==> config.mk <==
export PLATFORM = sky130hd
export DESIGN_NAME = cntdn_top
export DESIGN_NICKNAME = d
export VERILOG_FILES = /design/src/cntdn_pkg.sv /design/src/cntdn_prescale.sv /design/src/cntdn_pulse.sv /design/src/cntdn_top.sv
export VERILOG_INCLUDE_DIRS = /design/src
export SDC_FILE = /design/constraint.sdc
export NUM_CORES = 1
export LEC_CHECK = 0
export BUFFER_PORTS_ARGS = -buffer_cell sky130_fd_sc_hd__buf_2
export CAP_MARGIN = 20
export CORE_ASPECT_RATIO = 0.6
export CORE_UTILIZATION = 41
export DETAILED_ROUTE_END_ITERATION = 10
export MAX_ROUTING_LAYER = met4
export PLACE_DENSITY_LB_ADDON = 0.12
export SLEW_MARGIN = 20
export SYNTH_ARGS = -nofsm -noshare
export SYNTH_HDL_FRONTEND = slang
export SYNTH_SLANG_ARGS = --single-unit
==> constraint.sdc <==
create_clock -name core_clk_i -period 8.7 [get_ports core_clk_i]
set_input_delay 0.435 -clock core_clk_i [delete_from_list [all_inputs] [get_ports core_clk_i]]
set_output_delay 0.435 -clock core_clk_i [all_outputs]
set_load 0.05 [all_outputs]
==> src/cntdn_cfg.svh <==
// Purpose: offsets, field positions, reset values and timing counts of the countdown block
// Assumes: core clock of 10 MHz
// Notes:   times are in microseconds as printed; cycle counts derive from them
`ifndef CNTDN_CFG_SVH
`define CNTDN_CFG_SVH

`define CNTDN_CLK_MHZ         10
`define CNTDN_ADDR_CTRL2      8'h01
`define CNTDN_ADDR_VALUE      8'h10
`define CNTDN_ADDR_MODE       8'h11
`define CNTDN_CTRL2_MIN_BIT   5
`define CNTDN_CTRL2_HALF_BIT  4
`define CNTDN_CTRL2_FLAG_BIT  3
`define CNTDN_MODE_RST        5'h18
`define CNTDN_VALUE_RST       8'h00
`define CNTDN_CTRL2_RST       1'b0
`define CNTDN_PW_SHORT_US     122
`define CNTDN_PW_LONG_US      244
`define CNTDN_PW_64_ONE_US    7812
`define CNTDN_PW_STD_US       15625
`define CNTDN_PW_SHORT_CYC    (`CNTDN_PW_SHORT_US * `CNTDN_CLK_MHZ)
`define CNTDN_PW_LONG_CYC     (`CNTDN_PW_LONG_US * `CNTDN_CLK_MHZ)
`define CNTDN_PW_64_ONE_CYC   (`CNTDN_PW_64_ONE_US * `CNTDN_CLK_MHZ)
`define CNTDN_PW_STD_CYC      (`CNTDN_PW_STD_US * `CNTDN_CLK_MHZ)
`define CNTDN_DIV4096_MASK    9'h007
`define CNTDN_DIV64_MASK      9'h1FF
`define CNTDN_SEC_LAST        6'h3B
`define CNTDN_HALF_LAST       6'h1D

`endif

==> src/cntdn_pkg.sv <==
// Purpose: shared types of the countdown and minute interrupt block
// Assumes: constants live in cntdn_cfg.svh
// Notes:   mode struct matches the low five bits of the timer mode register
package cntdn_pkg;

  typedef enum logic [1:0] {
    SRC_4096HZ,
    SRC_64HZ,
    SRC_1HZ,
    SRC_60S
  } cntdn_src_type;

  typedef struct packed {
    cntdn_src_type src;
    logic          run;
    logic          irq_en;
    logic          pulse_mode;
  } cntdn_mode_type;

  typedef struct packed {
    logic       wr;
    logic       rd;
    logic [7:0] addr;
    logic [7:0] wdata;
  } cntdn_regreq_type;

  typedef struct packed {
    logic t4096;
    logic t64;
  } cntdn_ticks_type;

endpackage : cntdn_pkg

==> src/cntdn_prescale.sv <==
// Purpose: derive 4.096 kHz and 64 Hz ticks from the 32.768 kHz oscillator pin
// Assumes: oscillator pin is asynchronous to core_clk_i
// Notes:   free running, so a freshly enabled countdown sees a random first phase
`include "cntdn_cfg.svh"
module cntdn_prescale (
  input  wire logic                     core_clk_i,
  input  wire logic                     rst_n_i,
  input  wire logic                     ce_i,
  input  wire logic                     osc_32k_i,
  output cntdn_pkg::cntdn_ticks_type    ticks_o
);
  logic       osc_meta;
  logic       osc_sync;
  logic       osc_prev;
  logic [8:0] div_cnt;
  logic       osc_rise;

  always_ff @(posedge core_clk_i or negedge rst_n_i) begin
    if (!rst_n_i) begin
      osc_meta <= 1'b0;
      osc_sync <= 1'b0;
      osc_prev <= 1'b0;
    end else if (ce_i) begin
      osc_meta <= osc_32k_i;
      osc_sync <= osc_meta;
      osc_prev <= osc_sync;
    end
  end

  assign osc_rise = osc_sync & ~osc_prev;

  always_ff @(posedge core_clk_i or negedge rst_n_i) begin
    if (!rst_n_i) begin
      div_cnt <= 9'h000;
    end else if (ce_i && osc_rise) begin
      div_cnt <= div_cnt + 9'h001;
    end
  end

  assign ticks_o.t4096 = osc_rise && ((div_cnt & `CNTDN_DIV4096_MASK) == `CNTDN_DIV4096_MASK);
  assign ticks_o.t64   = osc_rise && (div_cnt == `CNTDN_DIV64_MASK);

endmodule : cntdn_prescale

==> src/cntdn_pulse.sv <==
// Purpose: one-shot pulse of a programmable number of core cycles
// Assumes: width_i is at least one
// Notes:   active in the very cycle of the start so flag and pin rise together
module cntdn_pulse (
  input  wire logic        core_clk_i,
  input  wire logic        rst_n_i,
  input  wire logic        ce_i,
  input  wire logic        start_i,
  input  wire logic [17:0] width_i,
  output logic             active_o
);
  logic [17:0] left_cnt;

  always_ff @(posedge core_clk_i or negedge rst_n_i) begin
    if (!rst_n_i) begin
      left_cnt <= 18'h00000;
    end else if (ce_i) begin
      if (start_i) begin
        left_cnt <= width_i - 18'h00001;
      end else if (left_cnt != 18'h00000) begin
        left_cnt <= left_cnt - 18'h00001;
      end
    end
  end

  assign active_o = start_i || (left_cnt != 18'h00000);

  a_pulse_load: assert property (@(posedge core_clk_i) disable iff (!rst_n_i)
    ce_i && start_i |=> left_cnt == $past(width_i) - 18'h00001)
    else $error("pulse width not loaded");

endmodule : cntdn_pulse

==> src/cntdn_top.sv <==
// Purpose: countdown timer with timer flag and minute / half-minute interrupt generators
// Assumes: sec_tick_i and sec_value_i come from the calendar on core_clk_i
// Notes:   interrupt pin is open drain, active low; register port is a plain strobe port
`include "cntdn_cfg.svh"
module cntdn_top #(
  parameter logic [17:0] PW_64_ONE_CYC = 18'(`CNTDN_PW_64_ONE_CYC),
  parameter logic [17:0] PW_STD_CYC    = 18'(`CNTDN_PW_STD_CYC)
) (
  input  wire logic                        core_clk_i,
  input  wire logic                        rst_n_i,
  input  wire logic                        ce_i,
  input  wire logic                        osc_32k_i,
  input  wire logic                        sec_tick_i,
  input  wire logic [5:0]                  sec_value_i,
  input  wire logic                        offset_fast_i,
  input  wire logic                        comp_add_i,
  input  wire logic                        comp_drop_i,
  input  wire cntdn_pkg::cntdn_regreq_type reg_req_i,
  output logic [7:0]                       reg_rdata_o,
  output logic                             irq_pin_o,
  output logic                             irq_oe_n_o
);
  localparam logic [17:0] PW_SHORT_CYC = 18'(`CNTDN_PW_SHORT_CYC);
  localparam logic [17:0] PW_LONG_CYC  = 18'(`CNTDN_PW_LONG_CYC);

  cntdn_pkg::cntdn_mode_type  mode;
  cntdn_pkg::cntdn_ticks_type ticks;
  logic [7:0]  countdown_reload;
  logic [7:0]  countdown_value;
  logic        timer_flag;
  logic        sixty_second_irq_en;
  logic        thirty_second_irq_en;
  logic        drop_pending;
  logic        irq_active;
  logic        src_tick;
  logic        tick_64;
  logic        expire;
  logic        minute_event;
  logic        half_event;
  logic        sec_event;
  logic        wr_value;
  logic        wr_mode;
  logic        wr_ctrl2;
  logic        flag_clear;
  logic        next_flag;
  logic        next_irq;
  logic        timer_pulse;
  logic        sec_pulse;
  logic [17:0] timer_width;

  function automatic logic hit(input cntdn_pkg::cntdn_regreq_type req, input logic [7:0] addr);
    hit = req.addr == addr;
  endfunction : hit

  function automatic logic [17:0] pulse_width(input cntdn_pkg::cntdn_src_type src, input logic [7:0] value);
    logic one;
    one = value == 8'h01;
    unique case (src)
      cntdn_pkg::SRC_4096HZ: pulse_width = one ? PW_SHORT_CYC : PW_LONG_CYC;
      cntdn_pkg::SRC_64HZ:   pulse_width = one ? PW_64_ONE_CYC : PW_STD_CYC;
      cntdn_pkg::SRC_1HZ:    pulse_width = PW_STD_CYC;
      cntdn_pkg::SRC_60S:    pulse_width = PW_STD_CYC;
    endcase
  endfunction : pulse_width

  assign wr_value = reg_req_i.wr && hit(reg_req_i, `CNTDN_ADDR_VALUE);
  assign wr_mode  = reg_req_i.wr && hit(reg_req_i, `CNTDN_ADDR_MODE);
  assign wr_ctrl2 = reg_req_i.wr && hit(reg_req_i, `CNTDN_ADDR_CTRL2);

  cntdn_prescale u_prescale (
    .core_clk_i (core_clk_i),
    .rst_n_i    (rst_n_i),
    .ce_i       (ce_i),
    .osc_32k_i  (osc_32k_i),
    .ticks_o    (ticks)
  );

  // 64 Hz sees compensation only in fast offset mode; 1 Hz arrives already compensated
  always_ff @(posedge core_clk_i or negedge rst_n_i) begin
    if (!rst_n_i) begin
      drop_pending <= 1'b0;
    end else if (ce_i) begin
      if (offset_fast_i && comp_drop_i) begin
        drop_pending <= 1'b1;
      end else if (ticks.t64) begin
        drop_pending <= 1'b0;
      end
    end
  end

  assign tick_64 = (ticks.t64 && !drop_pending) || (offset_fast_i && comp_add_i);

  assign sec_event    = sec_tick_i;
  assign minute_event = sec_tick_i && (sec_value_i == `CNTDN_SEC_LAST);
  assign half_event   = sec_tick_i && ((sec_value_i == `CNTDN_SEC_LAST) ||
                                       (sec_value_i == `CNTDN_HALF_LAST));

  always_comb begin
    unique case (mode.src)
      cntdn_pkg::SRC_4096HZ: src_tick = ticks.t4096;
      cntdn_pkg::SRC_64HZ:   src_tick = tick_64;
      cntdn_pkg::SRC_1HZ:    src_tick = sec_event;
      cntdn_pkg::SRC_60S:    src_tick = minute_event;
    endcase
  end

  // expiry only while running and loaded with a nonzero value
  assign expire = mode.run && src_tick && (countdown_value == 8'h01) && !wr_value;

  always_ff @(posedge core_clk_i or negedge rst_n_i) begin
    if (!rst_n_i) begin
      countdown_reload <= `CNTDN_VALUE_RST;
    end else if (ce_i && wr_value) begin
      countdown_reload <= reg_req_i.wdata;
    end
  end

  // a write lands in the live counter at once; the stored copy serves every later reload
  always_ff @(posedge core_clk_i or negedge rst_n_i) begin
    if (!rst_n_i) begin
      countdown_value <= `CNTDN_VALUE_RST;
    end else if (ce_i) begin
      if (wr_value) begin
        countdown_value <= reg_req_i.wdata;
      end else if (expire) begin
        countdown_value <= countdown_reload;
      end else if (mode.run && src_tick && countdown_value != 8'h00) begin
        countdown_value <= countdown_value - 8'h01;
      end
    end
  end

  always_ff @(posedge core_clk_i or negedge rst_n_i) begin
    if (!rst_n_i) begin
      mode <= cntdn_pkg::cntdn_mode_type'(`CNTDN_MODE_RST);
    end else if (ce_i && wr_mode) begin
      mode <= cntdn_pkg::cntdn_mode_type'(reg_req_i.wdata[4:0]);
    end
  end

  always_ff @(posedge core_clk_i or negedge rst_n_i) begin
    if (!rst_n_i) begin
      sixty_second_irq_en  <= `CNTDN_CTRL2_RST;
      thirty_second_irq_en <= `CNTDN_CTRL2_RST;
    end else if (ce_i && wr_ctrl2) begin
      sixty_second_irq_en  <= reg_req_i.wdata[`CNTDN_CTRL2_MIN_BIT];
      thirty_second_irq_en <= reg_req_i.wdata[`CNTDN_CTRL2_HALF_BIT];
    end
  end

  // writing zero to the flag bit clears it; a same-cycle event still wins
  assign flag_clear = wr_ctrl2 && !reg_req_i.wdata[`CNTDN_CTRL2_FLAG_BIT];

  logic timer_start;
  logic sec_start;
  assign timer_start = expire;
  assign sec_start   = (sixty_second_irq_en && minute_event) ||
                       (thirty_second_irq_en && half_event);

  assign next_flag = timer_start || sec_start || (timer_flag && !flag_clear);

  always_ff @(posedge core_clk_i or negedge rst_n_i) begin
    if (!rst_n_i) begin
      timer_flag <= 1'b0;
    end else if (ce_i) begin
      timer_flag <= next_flag;
    end
  end

  assign timer_width = pulse_width(mode.src, countdown_reload);

  cntdn_pulse u_timer_pulse (
    .core_clk_i (core_clk_i),
    .rst_n_i    (rst_n_i),
    .ce_i       (ce_i),
    .start_i    (timer_start),
    .width_i    (timer_width),
    .active_o   (timer_pulse)
  );

  // the minute pulses assume normal offset mode; width is fixed either way
  cntdn_pulse u_sec_pulse (
    .core_clk_i (core_clk_i),
    .rst_n_i    (rst_n_i),
    .ce_i       (ce_i),
    .start_i    (sec_start),
    .width_i    (PW_STD_CYC),
    .active_o   (sec_pulse)
  );

  // interval mode holds the pin as long as the flag stands, so a second event
  // before the clear adds nothing; pulse mode never looks at the flag
  always_comb begin
    if (mode.pulse_mode) begin
      next_irq = (mode.irq_en && timer_pulse) || sec_pulse;
    end else begin
      next_irq = next_flag && (mode.irq_en || sixty_second_irq_en || thirty_second_irq_en);
    end
  end

  always_ff @(posedge core_clk_i or negedge rst_n_i) begin
    if (!rst_n_i) begin
      irq_active <= 1'b0;
    end else if (ce_i) begin
      irq_active <= next_irq;
    end
  end

  assign irq_pin_o  = 1'b0;
  assign irq_oe_n_o = ~irq_active;

  always_ff @(posedge core_clk_i or negedge rst_n_i) begin
    if (!rst_n_i) begin
      reg_rdata_o <= 8'h00;
    end else if (ce_i && reg_req_i.rd) begin
      if (hit(reg_req_i, `CNTDN_ADDR_VALUE)) begin
        reg_rdata_o <= countdown_value;
      end else if (hit(reg_req_i, `CNTDN_ADDR_MODE)) begin
        reg_rdata_o <= {3'h0, mode};
      end else if (hit(reg_req_i, `CNTDN_ADDR_CTRL2)) begin
        reg_rdata_o <= 8'h00 | (8'(sixty_second_irq_en) << `CNTDN_CTRL2_MIN_BIT)
                             | (8'(thirty_second_irq_en) << `CNTDN_CTRL2_HALF_BIT)
                             | (8'(timer_flag) << `CNTDN_CTRL2_FLAG_BIT);
      end else begin
        reg_rdata_o <= 8'h00;
      end
    end
  end

  a_flag_sticky: assert property (@(posedge core_clk_i) disable iff (!rst_n_i)
    timer_flag && !(ce_i && flag_clear) |=> timer_flag)
    else $error("timer flag dropped without a clear");

  a_flag_on_expiry: assert property (@(posedge core_clk_i) disable iff (!rst_n_i)
    ce_i && expire |=> timer_flag && countdown_value == $past(countdown_reload))
    else $error("expiry did not flag and reload");

  a_count_down: assert property (@(posedge core_clk_i) disable iff (!rst_n_i)
    ce_i && mode.run && src_tick && countdown_value > 8'h01 && !wr_value
    |=> countdown_value == $past(countdown_value) - 8'h01)
    else $error("counter did not decrement by one");

  a_stopped_hold: assert property (@(posedge core_clk_i) disable iff (!rst_n_i)
    !mode.run && !wr_value
    |=> countdown_value == $past(countdown_value) && (!$rose(timer_flag) || $past(sec_start)))
    else $error("stopped timer moved");

  a_value_write: assert property (@(posedge core_clk_i) disable iff (!rst_n_i)
    ce_i && wr_value |=> countdown_value == $past(reg_req_i.wdata) && countdown_reload == $past(reg_req_i.wdata))
    else $error("value write not taken at once");

  a_live_read: assert property (@(posedge core_clk_i) disable iff (!rst_n_i)
    ce_i && reg_req_i.rd && hit(reg_req_i, `CNTDN_ADDR_VALUE) |=> reg_rdata_o == $past(countdown_value))
    else $error("read did not return live count");

  a_flag_pin_together: assert property (@(posedge core_clk_i) disable iff (!rst_n_i)
    ce_i && expire && mode.irq_en |=> timer_flag && !irq_oe_n_o)
    else $error("flag and pin not asserted together");

  a_interval_level: assert property (@(posedge core_clk_i) disable iff (!rst_n_i)
    $past(ce_i) && !$past(mode.pulse_mode)
    |-> irq_active == (timer_flag && $past(mode.irq_en || sixty_second_irq_en || thirty_second_irq_en)))
    else $error("interval pin does not follow flag");

  a_minute_flag: assert property (@(posedge core_clk_i) disable iff (!rst_n_i)
    ce_i && sixty_second_irq_en && sec_tick_i && sec_value_i == `CNTDN_SEC_LAST |=> timer_flag)
    else $error("minute event did not set flag");

endmodule : cntdn_top

==> results.toml, run 1 <==
[global_route]
grt_pass1_wl_um = 19500
grt_max_degree = 83
grt_pass1_vias = 3601
grt_usage = 0.220
antenna_found_initial = 0
grt-ovfl-total = 0

[sta]
hold_violations = 0
timing.final.crit_share = 0.550
setup_viol_count_final = 0
skew_ns = 0.00628
worst_pin_slew_ns = 0.776
rsz0062_at_grt = "false"
slew_violations = 0
fin_tns_setup_ns = 0
fmax_mhz = 209
min_period_ns = 4.78
max_slew_margin = 0.483

[finish]
antennaDiodeCount = 0
drive_gt1_frac = 0.184
fin_cells = 665
utilization = 0.485
final_nets = 560
syn_to_final_growth_pct = 12.7

[status]
status = "finished clean"

[cts]
postCtsResizedCells = 0
cts_tree = "yes"
worst_skew_pair.late_latency_ns = 0.35
numCtsBuffers = 9
ctsHoldBuffers = 0
clockBufferDepth = 2
path_clk_slew_ns = 0.07
post-cts-setup-buffers = 0
cts_num_sinks = 82
cts_max_level = 3
root_buffer = "clkbuf_16"

[yosys]
synth-seq-cells = 82
ys.flop_type = "dfrtp_1"
synthesis.area_mm2 = 0.00465
synth_top_family_by_area = "simple AND/OR/NAND/NOR gates"
synth.distinct_cells = 69
synthAdderAreaFrac = 0.0188
synthXorXnorAreaFrac = 0.0414
syn_avg_cell_area_um2 = 9.49
synth.area.mux_share = 0.0689
synth_seq_area_share = 0.442
postSynthNetCount = 529
synth_compound_area_frac = 0.152
synth-simple-area-share = 0.243
yosys-top-cells-area = "dfrtp_1 (43%), mux2_2 (5.8%), nand2_1 (4.2%)"
synth_edf_count = 0
yosysTopAreaCell = "dfrtp_1"
yosys.area.top_type_share = 0.430
async_flop_share = 1.00
yosysWarnings = 0
postSynthCellCount = 490

[floorplanning]
core-area_mm2 = 0.0108
io-pin-count = 42
die_height_um = 84.5
rows = 29
die_w_um = 139
die-area_mm2 = 0.0118
initial_core_util = 0.430

[critical_path]
cp.arrival_ns = 5.03
required_ns = 8.95
start_kind = "flop"
cp_max_fo = 21
critPathKind = "reg2reg"
end_kind = "flop"

[detailed_routing]
drt-vias-per-instance = 5.86
wl_per_cell_um = 17.6
drtAntennaViolNets = 0
drcViolationCount = 0
via_count = 3895
drt_iter0_markers = 379
drt_wl_total_um = 11700
firstDrtPassIters = 6

[placement]
hpwl_um = 8140
io_buffers = 40
gp_congestion = 0.841
dp.cells = 648

[pwr]
peakVddDrop_uv = 101
power.leakage_nw = 2.39
powerDensity_mw_per_mm2 = 217

[job]
maxCapViolCount = 0

[min_path]
hold_path_class = "in2async"
[per-stage QoR]
stage / cell area, um2 / setup WS (ns) / power, mW / hold WS [ns]
after floorplan: 4650 / 5.12 / 0.708 / 0.139
after CTS: 5230 / 4.02 / 1.15 / 0.315
final: 5240 / 3.92 / 1.14 / 0.119
after detailed placement: 4950 / 4.03 / 0.779 / 0.464
after global routing: 5240 / 3.58 / 1.21 / 0.182
after global placement: 4950 / 4.18 / 0.771 / 0.459
[power by group]
part,switching [mW],internal (mW)
Combinational,0.126,0.112
Clock,0.166,0.195
Sequential,0.0842,0.453
Total,0.377,0.760
[state kept, by name (all words and copies together), names as in the netlist]
signal	count
countdown_reload	8
thirty_second_irq_en	1
u_prescale.osc_meta	1
sixty_second_irq_en	1
u_sec_pulse.left_cnt	18
timer_flag	1
reg_rdata_o	8
irq_active	1
u_prescale.osc_prev	1
countdown_value	8
u_prescale.div_cnt	9
u_prescale.osc_sync	1
drop_pending	1
mode	5
u_timer_pulse.left_cnt	18
[layer usage]
layer  GRT usage  vias to the layer above  part of all wire  wire, um
li1            -                     1868                 -         -
met1       0.337                     1894              0.54      6280
met2       0.284                      124              0.40      4710
met3      0.0491                        9             0.053       624
met4      0.0586                        0            0.0092       108
met5           -                        -                 0         0
[final timing paths]
kind                                       start                    endpoint  slack, ns  cells past startpoint
max in group asynchronous                rst_n_i  u_timer_pulse.left_cnt[16]       8.03                      1
hold reg to reg                   reg_rdata_o[0]              reg_rdata_o[0]       0.47                      2
min in group core_clk_i                osc_32k_i         u_prescale.osc_meta       0.33                      2
setup / recovery           u_prescale.div_cnt[0]  u_timer_pulse.left_cnt[16]       3.92                     17
setup reg to reg           u_prescale.div_cnt[0]  u_timer_pulse.left_cnt[16]       3.92                     17
hold / removal                           rst_n_i              reg_rdata_o[0]       0.12                      1
[placed cells by master (no fill, tap or decap), drive strengths merged, types with 5 or more instances in the layout]
cell type	synthesis	final
nand4	9	9
buf	9	43
nor3	15	15
mux2i	5	5
nand2b	5	5
nor2	47	47
a21oi	16	16
xor2	12	12
ha	7	7
a22oi	5	5
inv	14	16
xnor2	10	10
dfrtp	80	80
clkbuf	14	9
nor4	14	14
nand2	52	52
nand3	22	22
o21ai	30	30
o22a	8	8
mux2	24	24
and3	14	14
a211o	7	7
[kinds of logic after synthesis]
group	count (synthesis)
buffers and inverters	37
adders and majority gates	7
and+or+nand+nor	213
AOI/OAI and AO/OA	99
other	1
DFF	82
muxes	29
xor gates and xnor gates	22
[critical path, cell delays in order, from the launching register on]
cell and delay [ns]:
dfrtp_1 0.40, ha_1 0.22, and3_1 0.18, and3_1 0.17, ha_1 0.19, nand4bb_1 0.10
a21oi_1 0.10, o311ai_2 0.21, buf_4 0.31, nand2b_1 0.57, nor2_1 0.26, a21oi_1 0.18
ha_1 0.23, nor4b_1 0.52, and4_1 0.32, nor4b_1 0.31, mux2i_1 0.12, a221oi_1 0.28
[cells in the mapped netlist (2+ instances only)]
library cell   n
mux2i_1        5
dfrtp_1       80
dfstp_2        2
or3_1          4
ha_1           7
and3_1        14
o311a_1        2
a211o_1        7
a211oi_1       2
and4_1         2
nand3b_1       2
clkbuf_1      14
o31ai_1        2
nor2_1        46
nand3_1       21
o22a_1         8
buf_2          7
nand2_1       52
nand4b_1       2
inv_1         14
or4_1          3
nand2b_1       5
nand4bb_1      2
nor4_1        12
nor3b_1        2
a21oi_1       16
nand4_1        9
a22oi_1        5
mux2_2        24
xor2_1        12
nor4b_1        4
o21a_1         2
o21ai_0       30
nor2b_1        4
a32oi_1        4
a2111oi_0      4
and2_1         4
xnor2_1       10
nor3_1        15
[layout make-up]
cell class / instances / area, um2
Timing Repair Buffer: 43 / 229
Clock buffer: 9 / 225
Clock inverter: 7 / 53.8
Inverter: 14 / 52.6
Sequential cell: 82 / 2050
Tap cell: 139 / 174
Multi-Input combinational cell: 371 / 2450
Fill cell: 1026 / 5570
(Power assumes the default switching activity.)
==> run 2, diff against run 1 <==
- clock period: 8.7 -> 4.7 ns (I/O delays scaled with it)
==> run 2 against run 1 <==
  * Clock skew is 0.0018 ns higher
  * Combinational power is 89% higher
  * Register-to-register slack worse by 3.3 ns
  * First-iteration DRC count is 6.3% higher
  * Maximum frequency is 18% higher
  * Setup slack worse by 3.3 ns
  * Via count is 0.72% higher
  * Clock-buffer cell count is 2 higher
  * Cell count is 0.45% higher
  * Total power is 85% higher
  * Die area stayed put
  * Sequential power is 85% higher
  * Largest power group unchanged
==> results.toml, run 2 (synthesized netlist as in run 1, its figures left out) <==
[finish]
regArea_mm2 = 0.00205
fillers = 1014
final_common_cell = "dfrtp_1"
final_nets = 563
drive_gt1_frac = 0.185
layout_common_cells = "dfrtp_1 (80), nand2_1 (52), nor2_1 (46)"
multi_input_area_mm2 = 0.00245
syn_to_final_growth_pct = 13.0
utilization = 0.486
top_regs = "u_sec_pulse.left_cnt (18), u_timer_pulse.left_cnt (18), u_prescale.div_cnt (9)"
antennaDiodeCount = 0
fin_cells = 668

[critical_path]
r2r_end = "u_timer_pulse.left_cnt[16]"
max_stage_delay_ns = 0.50
timing.rr.start = "u_prescale.div_cnt[0]"
end_kind = "flop"
path_cells = "ha_1 > and3_1 > and3_1 > ha_1 > nand4bb_1 > a21oi_1 > o311ai_2 > nand2b_1 > buf_4 > a21oi_1 > ha_1 > nor4b_1 > and4_1 > nor4b_1 > mux2i_1 > a221oi_1"
reg2reg_slack_ns = 0.65
cpMostUsedCell = "ha_1"
critPathKind = "reg2reg"
cp_max_fo = 15
required_ns = 4.94
cp.arrival_ns = 4.29
reg2reg_depth = 16
cp_slowest_cell = "nor4b_1"
start_kind = "flop"

[sta]
rsz0062_at_grt = "false"
max_slew_margin = 0.454
skew_ns = 0.00809
min_period_ns = 4.05
setup_viol_count_final = 0
worst_pin_slew_ns = 0.819
timing.final.crit_share = 0.862
setup_ws_ns = 0.648
slew_violations = 0
fin_tns_setup_ns = 0
fmax_mhz = 247
hold_violations = 0

[floorplanning]
io-pin-count = 42
initial_core_util = 0.430
die_w_um = 139
die_height_um = 84.5
core-area_mm2 = 0.0108
rows = 29
die-area_mm2 = 0.0118

[detailed_routing]
drcViolationCount = 0
via_count = 3923
drt_iter0_markers = 403
wl_per_cell_um = 18.0
drt-vias-per-instance = 5.87
drtAntennaViolNets = 0
drt_wl_total_um = 12000
firstDrtPassIters = 5

[pwr]
p_comb_frac = 0.214
p_clk_frac = 0.313
powerDensity_mw_per_mm2 = 400
p_switching_uw = 686
power.leakage_nw = 2.40
switching_share = 0.326
power.internal_mw = 1.42
p_seq_frac = 0.473
peakVddDrop_uv = 188

[global_route]
grt-ovfl-total = 0
antenna_found_initial = 0
grt_usage = 0.226
grt_pass1_vias = 3686
grt_max_degree = 64
grt_pass1_wl_um = 19700

[cts]
cts_tree = "yes"
post-cts-setup-buffers = 0
root_buffer = "clkbuf_16"
postCtsResizedCells = 0
numCtsBuffers = 9
cts_max_level = 3
cts_num_sinks = 82
clockBufferDepth = 2
path_clk_slew_ns = 0.06
worst_skew_pair.late_latency_ns = 0.34

[min_path]
whs_endpoint = "u_prescale.osc_meta"
hold_path_class = "in2reg"
hp-start = "osc_32k_i"
hold_path_depth = 2

[placement]
hpwl_um = 8460
io_buffers = 40
dp.cells = 650
gp_congestion = 0.831
place_ws_ns = 0.687

[status]
status = "finished clean"

[job]
maxCapViolCount = 0
## run 2: changes by cell type in the layout (fill, tap and decap cells not counted), sizes merged
cell,change
clkbuf,+2
clkinv,+1
dlygate4sd3,+1
clkinvlp,-1
buf,+2
inv,-2
## run 2: worst max-delay path, delay by kind of cell, from the launching register on
kind,cells,cell delay (ns)
buffers and inverters,1,0.21
multiplexers,1,0.13
adder cells (fa/ha/maj),3,0.58
AO/OA/AOI/OAI,4,0.89
AND/OR/NAND/NOR,7,1.75
flip-flops,1,0.38
## run 2: layout make-up
cell class                 count  share of cell area
multi-input combinational    371               0.467
sequential                    82               0.391
timing repair buffer          46              0.0476
clock buffer                  11              0.0462
tap                          139              0.0331
inverter                      14              0.0100
clock inverter                 5             0.00571
## run 2: power groups by stage
| stage | combinational (mW) | clock, mW | sequential (mW) |
|---|---|---|---|
| global route | 0.510 | 0.707 | 1.01 |
| global placement | 0.430 | 0 | 0.995 |
| finish | 0.451 | 0.657 | 0.995 |
| detailed placement | 0.445 | 0 | 1.00 |
| CTS | 0.454 | 0.676 | 0.990 |
| floorplan | 0.346 | 0 | 0.965 |
## run 2: stage by stage
stage                     hold WS (ns)  instance area, um2  power [mW]
after floorplan                -0.0606                4650        1.31
after global placement           0.132                4970        1.42
after detailed placement         0.133                4970        1.45
after CTS                        0.121                5250        2.12
after global routing             0.134                5260        2.23
final                            0.129                5260        2.10
## run 2: repair_timing
action | CTS | global route
setup endpoints to repair | 0 | 0
hold buffers | 1 | 0
hold endpoints to repair | 18 | 0
## run 2: metal layers
| layer | up-vias | global-route usage | part of all wire |
|---|---|---|---|
| li1 | 1875 | - | - |
| met1 | 1908 | 0.330 | 0.51 |
| met2 | 130 | 0.308 | 0.41 |
| met3 | 10 | 0.0576 | 0.074 |
| met4 | 0 | 0.0505 | 0.0079 |
| met5 | - | - | 0 |
## run 2: how the worst max path moves through the flow
stage / startpoint / end / cells past startpoint
floorplan: u_prescale.div_cnt[0] / u_timer_pulse.left_cnt[16] / 16
global placement: u_prescale.div_cnt[0] / u_timer_pulse.left_cnt[16] / 16
detailed placement: u_prescale.div_cnt[0] / u_timer_pulse.left_cnt[16] / 16
CTS: u_prescale.div_cnt[0] / u_timer_pulse.left_cnt[16] / 16
global route: u_prescale.div_cnt[0] / u_timer_pulse.left_cnt[6] / 16
finish: u_prescale.div_cnt[0] / u_timer_pulse.left_cnt[16] / 16
==> run 3, diff against run 2 <==
- CORE_ASPECT_RATIO: 0.6 -> unset
- PLACE_DENSITY: unset -> 0.7
- PLACE_DENSITY_LB_ADDON: 0.12 -> unset
==> run 3 against run 2 <==
  * The flow now finishes with violations (hold timing)
  * Sequential power is essentially flat
  * Worst hold slack lost 0.20 ns
  * Critical path type unchanged
  * Cell count shrank 0.30%
==> results.toml, run 3 (synthesized netlist as in run 1, its figures left out) <==
[status]
status = "finished, violations left"
violations = "hold timing"

[sta]
max_slew_margin = 0.500
setup_viol_count_final = 0
whs_ns = -0.0720
min_period_ns = 4.10
worst_pin_slew_ns = 0.750
fmax_mhz = 244
timing.final.crit_share = 0.873
slew_violations = 0
fin_tns_setup_ns = 0
hold_violations = 73
skew_ns = 0.00634
setup_ws_ns = 0.596
rsz0062_at_grt = "false"

[cts]
root_buffer = "clkbuf_16"
numCtsBuffers = 9
post-cts-setup-buffers = 0
postCtsResizedCells = 0
cts_num_sinks = 82
path_clk_slew_ns = 0.06
ctsHoldBuffers = 0
clockBufferDepth = 2
worst_skew_pair.late_latency_ns = 0.33
cts_max_level = 3
cts_tree = "yes"

[floorplanning]
die-area_mm2 = 0.0118
initial_core_util = 0.425
die_w_um = 109
core-area_mm2 = 0.0109
rows = 38
die_height_um = 109
io-pin-count = 42

[min_path]
hold_path_class = "in2async"

[critical_path]
r2r_end = "u_timer_pulse.left_cnt[16]"
end_kind = "flop"
timing.rr.start = "u_prescale.div_cnt[0]"
critPathKind = "reg2reg"
reg2reg_depth = 17
reg2reg_slack_ns = 0.60
setup.worst_path.start = "u_prescale.div_cnt[0]"
cp.arrival_ns = 4.33
required_ns = 4.93
start_kind = "flop"
endpoint = "u_timer_pulse.left_cnt[16]"
cp_max_fo = 16

[finish]
regArea_mm2 = 0.00205
antennaDiodeCount = 0
final_nets = 561
fin_cells = 666
syn_to_final_growth_pct = 13.2
fillers = 1021
top_regs = "u_sec_pulse.left_cnt (18), u_timer_pulse.left_cnt (18), u_prescale.div_cnt (9)"
finalInstanceArea_mm2 = 0.00527
layout_common_cells = "dfrtp_1 (80), nand2_1 (52), nor2_1 (46)"
final_common_cell = "dfrtp_1"
utilization = 0.481
drive_gt1_frac = 0.183
multi_input_area_mm2 = 0.00245

[pwr]
total_power_mw = 2.13
powerDensity_mw_per_mm2 = 405
peakVddDrop_uv = 223
power.leakage_nw = 2.40

[placement]
place_ws_ns = 0.670
gp_congestion = 0.879
io_buffers = 40
hpwl_um = 7630
dp.cells = 651
place_area_mm2 = 0.00497

[detailed_routing]
drcViolationCount = 0
drt_wl_total_um = 10900
via_count = 3918
firstDrtPassIters = 5
drt-vias-per-instance = 5.88
drtAntennaViolNets = 0
drt_iter0_markers = 301
wl_per_cell_um = 16.4

[global_route]
grt_pass1_wl_um = 18500
grt_max_degree = 83
grt_usage = 0.208
grt_pass1_vias = 3813
antenna_found_initial = 0
grt-ovfl-total = 0

[job]
maxCapViolCount = 0
==> run 3: worst max-delay path, stage by stage, from the launching register on <==
cell,delay [ns]
dfrtp_1,0.41
ha_1,0.22
and3_1,0.19
and3_1,0.18
ha_1,0.18
nand4bb_1,0.10
a21oi_1,0.10
o311ai_2,0.24
nand2b_1,0.14
buf_4,0.22
nor2_1,0.15
a21oi_1,0.16
ha_1,0.22
nor4b_1,0.45
and4_1,0.32
nor4b_1,0.31
mux2i_1,0.12
a221oi_1,0.29
==> run 3: per-layer routing <==
metal,track usage,vias to the layer above,wire [um]
li1,-,1870,-
met1,0.275,1892,5120
met2,0.328,137,5030
met3,0.0350,19,593
met4,0.0618,0,153
met5,-,-,0
==> run 3: final cells by class <==
class	instances	area share
Multi-Input combinational cell	371	0.466
Sequential cell	82	0.390
Clock buffer	11	0.0461
Timing Repair Buffer	44	0.0449
Tap cell	140	0.0333
Inverter	14	0.00998
Clock inverter	4	0.00974
==> run 3: worst min-delay path by stage <==
stage	cells past startpoint	slack, ns	endpoint	startpoint
global route	1	0.02	u_sec_pulse.left_cnt[12]	rst_n_i
CTS	1	0.12	u_sec_pulse.left_cnt[12]	rst_n_i
global placement	2	0.46	reg_rdata_o[2]	reg_rdata_o[2]
finish	1	-0.07	u_sec_pulse.left_cnt[12]	rst_n_i
floorplan	0	-0.06	countdown_reload[0]	rst_n_i
detailed placement	2	0.46	reg_rdata_o[6]	reg_rdata_o[6]
==> run 3: power breakdown <==
part / internal (mW) / leakage [nW] / total (mW) / switching (mW)
clock: 0.424 / 0.142 / 0.696 / 0.272
sequential: 0.838 / 1.03 / 0.993 / 0.155
combinational: 0.207 / 1.23 / 0.443 / 0.236
